<file path="config.mk">
export PLATFORM = sky130hd
export DESIGN_NAME = fmc_config_reg
export DESIGN_NICKNAME = d
export VERILOG_FILES = /design/src/rtl/fmc_pkg.sv /design/src/rtl/fmc_config_reg.sv /design/src/rtl/fmc_irq_gate.sv
export SDC_FILE = /design/constraint.sdc
export NUM_CORES = 1
export LEC_CHECK = 0
export BUFFER_PORTS_ARGS = -buffer_cell sky130_fd_sc_hd__clkbuf_2
export CAP_MARGIN = 20
export CORE_MARGIN = 5
export CORE_UTILIZATION = 30
export CTS_BUF_LIST = sky130_fd_sc_hd__clkbuf_8
export CTS_CLUSTER_SIZE = 16
export DETAILED_ROUTE_END_ITERATION = 16
export PLACE_DENSITY = 0.73
export REMOVE_ABC_BUFFERS = 1
export SLEW_MARGIN = 20
export SYNTH_ARGS = -nofsm -noshare
export SYNTH_HDL_FRONTEND = slang
export SYNTH_HIERARCHICAL = 1
export SYNTH_SLANG_ARGS = --single-unit
</file>
<file path="constraint.sdc">
create_clock -name clk -period 1.6 [get_ports clk]
set_input_delay 0.16 -clock clk [delete_from_list [all_inputs] [get_ports clk]]
set_output_delay 0.16 -clock clk [all_outputs]
set_load 0.05 [all_outputs]
</file>
<file path="src/rtl/fmc_pkg.sv">
package fmc_pkg;
  // Register layout, 16-bit configuration register
  localparam int FMC_WIDTH = 16;
  localparam int FMC_MARGIN_HI = 12;
  localparam int FMC_MARGIN_LO = 11;
  localparam int FMC_LOCK_BIT = 10;
  localparam int FMC_PV_IE_BIT = 9;
  localparam int FMC_AE_IE_BIT = 8;
  localparam int FMC_CBE_IE_BIT = 7;
  localparam int FMC_CC_IE_BIT = 6;
  localparam int FMC_KEY_BIT = 5;
  localparam logic [15:0] FMC_RESET_VALUE = 16'h0000;
  localparam logic [1:0] FMC_KEY_ENABLED = 2'h2;
  localparam int FMC_NUM_IRQ = 4;

  // Read margin encodings
  typedef enum logic [1:0] {
    FMC_MARGIN_NORMAL = 2'h0,
    FMC_MARGIN_PROGRAMMED = 2'h1,
    FMC_MARGIN_ERASED = 2'h2,
    FMC_MARGIN_RESERVED = 2'h3
  } fmc_margin_e;

  // Status flags from the user status register
  typedef struct packed {
    logic protection_violation_flag;
    logic access_error_flag;
    logic cmd_buffer_empty_flag;
    logic cmd_complete_flag;
  } fmc_flags_s;

  // Register bus request
  typedef struct packed {
    logic wr;
    logic [15:0] wdata;
  } fmc_bus_s;
endpackage : fmc_pkg

</file>
<file path="src/rtl/fmc_config_reg.sv">
// Behaviour
// - only bits 12:5 store; others read zero
// - margin field selects normal, programmed, erased
// - margin stays applied during signature reads
// - lock set by one, cleared only by reset
// - lock blocks protection register writes
// - bit 9 enables protection violation interrupt
// - bit 8 enables access error interrupt
// - bit 7 enables buffer empty interrupt
// - bit 6 enables command complete interrupt
// - key bit writable only when key field 10
// - key bit steers flash writes to keys
// - key field enables backdoor only at 10
module fmc_config_reg
  import fmc_pkg::*;
(
  input wire logic clk,
  input wire logic rst_n,
  input wire fmc_bus_s bus,
  output logic [15:0] rdata,
  input wire logic [1:0] backdoor_key_enable_field,
  input wire fmc_flags_s flags,
  input wire logic signature_active,
  input wire logic flash_write,
  input wire logic protect_reg_write,
  output logic protect_reg_write_ok,
  output logic [1:0] read_margin_select,
  output logic [1:0] array_read_margin,
  output logic write_lock,
  output logic backdoor_key_write_enable,
  output logic flash_write_is_key,
  output logic flash_write_is_cmd,
  output logic irq
);

  logic [1:0] margin;
  logic [3:0] irq_en;
  logic key_open;
  logic [3:0] flag_vec;
  logic [3:0] req_vec;

  // Key field decode
  // key field decode
  assign key_open = (backdoor_key_enable_field == FMC_KEY_ENABLED);

  // Margin field, freely written
  always_ff @(posedge clk)
  begin
    if (!rst_n)
      margin <= FMC_RESET_VALUE[FMC_MARGIN_HI:FMC_MARGIN_LO];
    else if (bus.wr)
      margin <= bus.wdata[FMC_MARGIN_HI:FMC_MARGIN_LO];
  end

  // Sticky write lock
  always_ff @(posedge clk)
  begin
    if (!rst_n)
      write_lock <= FMC_RESET_VALUE[FMC_LOCK_BIT];
    else if (bus.wr && bus.wdata[FMC_LOCK_BIT])
      write_lock <= 1'b1;
  end

  // Interrupt enables, order pv, ae, cbe, cc
  always_ff @(posedge clk)
  begin
    if (!rst_n)
      irq_en <= FMC_RESET_VALUE[FMC_PV_IE_BIT:FMC_CC_IE_BIT];
    else if (bus.wr)
      irq_en <= bus.wdata[FMC_PV_IE_BIT:FMC_CC_IE_BIT];
  end

  // Key-write enable, gated by key field
  always_ff @(posedge clk)
  begin
    if (!rst_n)
      backdoor_key_write_enable <= FMC_RESET_VALUE[FMC_KEY_BIT];
    else if (bus.wr && key_open)
      backdoor_key_write_enable <= bus.wdata[FMC_KEY_BIT];
  end

  // Read back, unused bits zero
  always_comb
  begin
    rdata = 16'h0000;
    rdata[FMC_MARGIN_HI:FMC_MARGIN_LO] = margin;
    rdata[FMC_LOCK_BIT] = write_lock;
    rdata[FMC_PV_IE_BIT:FMC_CC_IE_BIT] = irq_en;
    rdata[FMC_KEY_BIT] = backdoor_key_write_enable;
  end

  // Margin to the array, also during signature
  assign read_margin_select = margin;
  assign array_read_margin = margin;

  assign protect_reg_write_ok = protect_reg_write & ~write_lock;

  assign flash_write_is_key = flash_write & backdoor_key_write_enable;
  assign flash_write_is_cmd = flash_write & ~backdoor_key_write_enable;

  // Flag and request vectors
  assign flag_vec = {flags.protection_violation_flag,
                     flags.access_error_flag,
                     flags.cmd_buffer_empty_flag,
                     flags.cmd_complete_flag};

  // One gate per source
  genvar gi;
  generate
    for (gi = 0; gi < FMC_NUM_IRQ; gi++)
    begin : g_irq
      fmc_irq_gate u_gate (
        .flag(flag_vec[gi]),
        .enable(irq_en[gi]),
        .request(req_vec[gi])
      );
    end
  endgenerate

  assign irq = |req_vec;
endmodule : fmc_config_reg

</file>
<file path="src/rtl/fmc_irq_gate.sv">
module fmc_irq_gate
  import fmc_pkg::*;
(
  input wire logic flag,
  input wire logic enable,
  output logic request
);
  // Flag qualified by its enable
  assign request = flag & enable;
endmodule : fmc_irq_gate

</file>
==> summary.md, run 1 <==
| Metric | Value |
|---|---|
| Max-cap viol count | 0 |
| Post-layout worst setup margin | 0.0711 ns |
| TritonCTS clock tree | done |
| Classification of the worst setup path | reg2out |
| Clock insertion delay at the later pin of the skew report | 0.22 ns |
| Hold Worst Slack | 0.165 ns |
| Antenna violations before repair | 0 |
| Global-route wire length before repair | 1.71 mm |
| Antenna cell count | 0 |
| Setup tns final | 0 ns |
| Reported leakage power | 0.358 nW |
| Final min period | 1.53 ns |
| Number of vias in the routed layout | 404 |
| Placed cell areas | 576 um^2 |
| Setup repair after global routing missed its margin | false |
| Antenna-violating nets left | 0 |
| Pre-Repair DR Iteration Count | 2 |
| Core area | 1490 um^2 |
| Hold WC Path Type | in2reg |
| Req. time, crit path | 1.44 ns |
| Non-Filler Cell Area, Final | 623 um^2 |
| Per-cell via count in the routed design | 4.16 |
| # nets final | 111 |
| Maximum frequency from static timing analysis | 0.654 GHz |
| Number of storage elements in the synthesis netlist | 8 |
| Proportion of layout cells with a drive suffix above 1 | 48.1% |
| Critical Path Source Type | register |
| Sequential cell area fraction in the yosys report | 34.7% |
| Growth of design area from synthesis to finish | 35.0% |
| Placement Setup Slack | 0.238 ns |
| Total standard cell area after synthesis | 462 um^2 |
| Number of buffers added by the clock tree synthesis step | 3 |
| Synthesis warning total | 6 |
| Htree depth | 1 |
| Final period util | 95.6% |
| Number of global-route vias before repair | 394 |
| Cells after DPL | 94 |
| Pin count of the biggest net entering global routing | 10 |
| HPWL after detailed placement | 880 um |
| Library cell occupying the most area in the post-synthesis netlist | dfxtp_1 |
| Average routed wire per standard cell | 10.7 um |
| Worst-path fanout max | 3 |
| Outcome | finished clean |
| Number of endpoints with negative hold slack in the final report | 0 |
| Power density normalized to cell area | 1090 nW/um^2 |
| Die Span Y | 49.2 um |
| Clk network pwr share | 34.7% |
| Maximum buffer depth of the clock tree | 2 |
| Worst clock skew | 0 ns |
| Post-Route WL | 1.04 mm |
| Violation count after the first detailed-routing iteration | 3 |
| Width of the die | 49.2 um |
| Top-area cell type share of the netlist area | 34.7% |
| Most heavily used metal layer in global routing | met2 |
| Fraction of power consumed by sequential logic | 32.7% |
| Non-filler cells in the finished layout | 97 |
| GRT overflow | 0 |
| Final setup viols | 0 |
| Number of fill cells in the layout | 155 |
| Most area-consuming cells after synthesis | dfxtp_1 35%, buf_4 24%, mux2i_1 15%, nor2b_1 12%, and2_1 6.8% |
| Number of different library cells in the post-synthesis netlist | 10 |
| I/O Pins | 54 |
| Initial Util | 31.0% |
| Switching share of power | 36.6% |
| Number of buffers inserted by port buffering | 36 |
| Global routing usage on met2 | 15.9% |
| Total Routing Usage GR | 9.26% |
| Final slew viol count | 0 |
| Kind of end point of the critical path | output pin |
| Post-route DRC violation count | 0 |
| Combinational group share of total power | 32.7% |
| Arrival time of the worst setup path | 1.37 ns |
| Met1 demand-to-capacity share in global routing | 8.33% |
| CTS sink count | 8 |
| Number of placement rows | 14 |
| Count of hold buffers inserted by post-cts repair | 0 |
| Worst supply voltage drop on vdd | 519 uV |
| Met3 Track Usage GR | 7.03% |
| Internal power | 0.429 mW |
| Post-CTS setup-driven buffer insertion count | 0 |
| Instance count of the mapped netlist | 50 |
| Final RePlAce weighted congestion | 0.619 |
| Total Die Area | 2420 um^2 |
| Avg Inst Size Synth | 9.23 um^2 |
| Worst-path clk slew | 0.04 ns |
| Clock root buffer | clkbuf_8 |
| Reported net switching power | 0.247 mW |
## through the flow
stage | utilization [%] | power (mW)
2_1_floorplan | - | 0.386
3_3_place_gp | 38.7 | 0.440
3_5_place_dp | 38.7 | 0.443
4_1_cts | 41.6 | 0.683
5_1_grt | 41.8 | 0.711
6_report | 41.8 | 0.676
## Yosys cell counts
cell,number
dfxtp_1,8
a21oi_1,1
mux2i_1,7
nand2_1,2
nand3b_1,1
conb_1,1
buf_4,15
nor2b_1,9
and2_1,5
or4_1,1
## flip-flops by register name (all words and copies together) (netlist names)
signal                     cells
array_read_margin              2
backdoor_key_write_enable      1
irq_en                         4
write_lock                     1
## kinds of logic after synthesis
family / share of synthesized area [%]
DFF: 34.7
buffers and inverters: 24.4
other: 0.812
and+or+nand+nor: 23.8
muxes: 15.2
AOI/OAI and AO/OA: 1.08
## power by group through the flow
stage	Sequential, mW	Clock, mW	Combinational [mW]
global route	0.223	0.255	0.233
global placement	0.224	0	0.216
detailed placement	0.225	0	0.218
floorplan	0.293	0	0.0924
CTS	0.221	0.242	0.220
finish	0.221	0.234	0.221
## layout make-up
class / count / area [um^2] / share of cell area (%)
clock buffers: 3 / 41.3 / 6.63
multi-input cells: 34 / 215 / 34.5
flip-flops and latches: 8 / 160 / 25.7
well taps: 16 / 20.0 / 3.21
repair buffers: 36 / 186 / 29.9
## layer usage
layer / part of all wire (%) / vias to the layer above / wire, um
li1: - / 200 / -
met1: 31 / 178 / 321
met2: 51 / 26 / 533
met3: 17 / 0 / 181
met4: 0 / 0 / 0
met5: 0 / - / 0
## cell usage in the layout (no fill, tap or decap), drive strengths merged
cell    netlist  routed
nand2         2       2
mux2i         7       7
buf          15       1
dfxtp         8       8
and2          5       5
or4           1       1
nor2b         9       9
nand3b        1       1
conb          1       8
a21oi         1       1
clkbuf        0      38
## critical path, stage by stage (launching register included)
cell     delay [ns]
dfxtp_1        0.31
and2_1         0.13
or4_1          0.53
buf_6          0.17
## worst paths after layout
path / startpoint / cells after the start / slack (ns) / endpoint
hold / removal: bus[5] / 3 / 0.16 / backdoor_key_write_enable
setup reg to reg: backdoor_key_write_enable / 2 / 0.97 / backdoor_key_write_enable
setup / recovery: irq_en[1] / 3 / 0.07 / irq
hold reg to reg: backdoor_key_write_enable / 2 / 0.51 / backdoor_key_write_enable
## repair_timing
action                     CTS  global route
resized for setup            1             2
setup endpoints to repair    1             1
gates cloned                 0             0
(Power assumes the default switching activity.)
==> run 2: changes to the inputs <==
- clock period: 1.6 -> 1.7 ns (I/O delays scaled with it)
==> summary.md, run 2 (synthesis results as in run 1) <==
| Metric | Value |
|---|---|
| Critical Path Source Type | register |
| Hold Worst Slack | 0.175 ns (+0.0100 ns) |
| Max FFs per register | 4 (unchanged) |
| Reported leakage power | 0.356 nW (-0.49%) |
| Final min period | 1.60 ns |
| Combinational group share of total power | 32.2% (-0.5 points) |
| Worst-path fanout max | 3 (unchanged) |
| Setup tns final | 0 ns (unchanged) |
| Violation count after the first detailed-routing iteration | 3 (unchanged) |
| Proportion of layout cells with a drive suffix above 1 | 48.1% (unchanged) |
| CTS sink count | 8 (unchanged) |
| Maximum buffer depth of the clock tree | 2 (unchanged) |
| Outcome | finished clean |
| Number of vias in the routed layout | 404 (unchanged) |
| Most common library cell in the layout ignoring fill and taps | clkbuf_2 |
| Antenna cell count | 0 (unchanged) |
| Growth of design area from synthesis to finish | 33.6% |
| TritonCTS clock tree | done |
| Number of global-route vias before repair | 394 (unchanged) |
| Worst supply voltage drop on vdd | 488 uV (-5.9%) |
| Per-cell via count in the routed design | 4.16 (unchanged) |
| Maximum frequency from static timing analysis | 0.624 GHz |
| Met3 Track Usage GR | 7.03% (unchanged) |
| Number of gates resized after cts | 0 (-1) |
| Switching share of power | 36.7% (+0.15 points) |
| Arrival time of the worst setup path | 1.43 ns (+0.06 ns) |
| Number of buffers added by the clock tree synthesis step | 3 (unchanged) |
| Met1 demand-to-capacity share in global routing | 8.33% (unchanged) |
| Global routing usage on met2 | 15.9% (unchanged) |
| Final RePlAce weighted congestion | 0.619 (unchanged) |
| Non-Filler Cell Area, Final | 617 um^2 (-1.0%) |
| Core area | 1490 um^2 (unchanged) |
| Most flop-heavy register | irq_en |
| Clock insertion delay at the later pin of the skew report | 0.22 ns (about the same) |
| Power density normalized to cell area | 1030 nW/um^2 (-5.5%) |
| Setup repair after global routing missed its margin | false |
| Number of endpoints with negative hold slack in the final report | 0 (unchanged) |
| Antenna-violating nets left | 0 (unchanged) |
| Initial Util | 31.0% (unchanged) |
| Final slew viol count | 0 (unchanged) |
| Final period util | 94.3% |
| Global-route wire length before repair | 1.71 mm (unchanged) |
| Fraction of power consumed by sequential logic | 32.9% (+0.2 points) |
| Clock root buffer | clkbuf_8 |
| Number of buffers inserted by port buffering | 36 (unchanged) |
| Reported net switching power | 0.232 mW (-6.1%) |
| Req. time, crit path | 1.53 ns (+0.09 ns) |
| Post-Route WL | 1.04 mm (+0.29%) |
| Pre-Repair DR Iteration Count | 2 (unchanged) |
| Htree depth | 1 (unchanged) |
| Final setup viols | 0 (unchanged) |
| Worst clock skew | 0 ns (unchanged) |
| Cell chain of the critical path | and2_1, or4_1, clkbuf_2 |
| Max-cap viol count | 0 (unchanged) |
| Top library cells by usage in the layout, fill and taps aside | 36 x clkbuf_2, 9 x nor2b_1, 8 x conb_1, 8 x dfxtp_1, 7 x mux2i_1 |
| Slowest cell on the critical path | or4_1 |
| Largest stage delay on the critical path | 0.52 ns (about the same) |
| Most heavily used metal layer in global routing | met2 |
| HPWL after detailed placement | 880 um (unchanged) |
| Classification of the worst setup path | reg2out |
| Total Die Area | 2420 um^2 (unchanged) |
| Hold WC Path Type | in2reg |
| GRT overflow | 0 (unchanged) |
| Kind of end point of the critical path | output pin |
| Number of placement rows | 14 (unchanged) |
| Post-route DRC violation count | 0 (unchanged) |
| Clk network pwr share | 34.9% (+0.2 points) |
| Pin count of the biggest net entering global routing | 10 (unchanged) |
| Die Span Y | 49.2 um (unchanged) |
| # nets final | 111 (unchanged) |
| Average routed wire per standard cell | 10.7 um (+0.29%) |
| Internal power | 0.400 mW (-6.7%) |
| I/O Pins | 54 (unchanged) |
| Placed cell areas | 576 um^2 (unchanged) |
| Antenna violations before repair | 0 (unchanged) |
| Count of hold buffers inserted by post-cts repair | 0 (unchanged) |
| Width of the die | 49.2 um (unchanged) |
| Worst-path clk slew | 0.04 ns (about the same) |
| Post-CTS setup-driven buffer insertion count | 0 (unchanged) |
| Total Routing Usage GR | 9.26% (unchanged) |
-- run 2: cell count changes in the layout (fill, tap and decap cells not counted) --
| cell | before | now |
|---|---|---|
| buf_6 | 1 | 0 |
| clkbuf_2 | 35 | 36 |
-- run 2: cell type report --
| cell class | instances | area (um^2) |
|---|---|---|
| fillers | 156 | 872 |
| repair buffers | 36 | 180 |
| well taps | 16 | 20.0 |
| clock buffers | 3 | 41.3 |
| multi-input cells | 34 | 215 |
| flip-flops and latches | 8 | 160 |
-- run 2: through the flow --
step                cells  power [mW]  setup slack, ns  util, %
finish                 97       0.632           0.0967     41.4
detailed placement     94       0.417            0.328     38.7
floorplan              42       0.363           0.0287        -
global placement       94       0.414            0.362     38.7
CTS                    97       0.642           0.0866     41.4
global route           97       0.666           0.0343     41.4
-- run 2: power groups by stage --
| stage | combinational [mW] | sequential, mW | clock [mW] |
|---|---|---|---|
| after floorplan | 0.0869 | 0.276 | 0 |
| after global placement | 0.204 | 0.210 | 0 |
| after detailed placement | 0.206 | 0.211 | 0 |
| after CTS | 0.206 | 0.208 | 0.228 |
| after global routing | 0.215 | 0.210 | 0.240 |
| final | 0.204 | 0.208 | 0.221 |
-- run 2: final timing paths --
| check | start | end | slack, ns | depth (start not counted) |
|---|---|---|---|---|
| setup / recovery | irq_en[1] | irq | 0.1 | 3 |
| hold / removal | bus[5] | backdoor_key_write_enable | 0.17 | 3 |
| setup reg to reg | backdoor_key_write_enable | backdoor_key_write_enable | 1.07 | 2 |
| hold reg to reg | backdoor_key_write_enable | backdoor_key_write_enable | 0.51 | 2 |
-- run 2: per-layer routing --
layer | wire length, um | up-vias
met5 | 0 | -
met4 | 0 | 0
met3 | 176 | 0
met2 | 532 | 26
met1 | 328 | 178
li1 | - | 200
-- run 2: critical path: cells and delay by family (launching register included) --
kind | cells | cell delay [ns]
simple gates | 2 | 0.65
flops | 1 | 0.31
buf+inv | 1 | 0.25
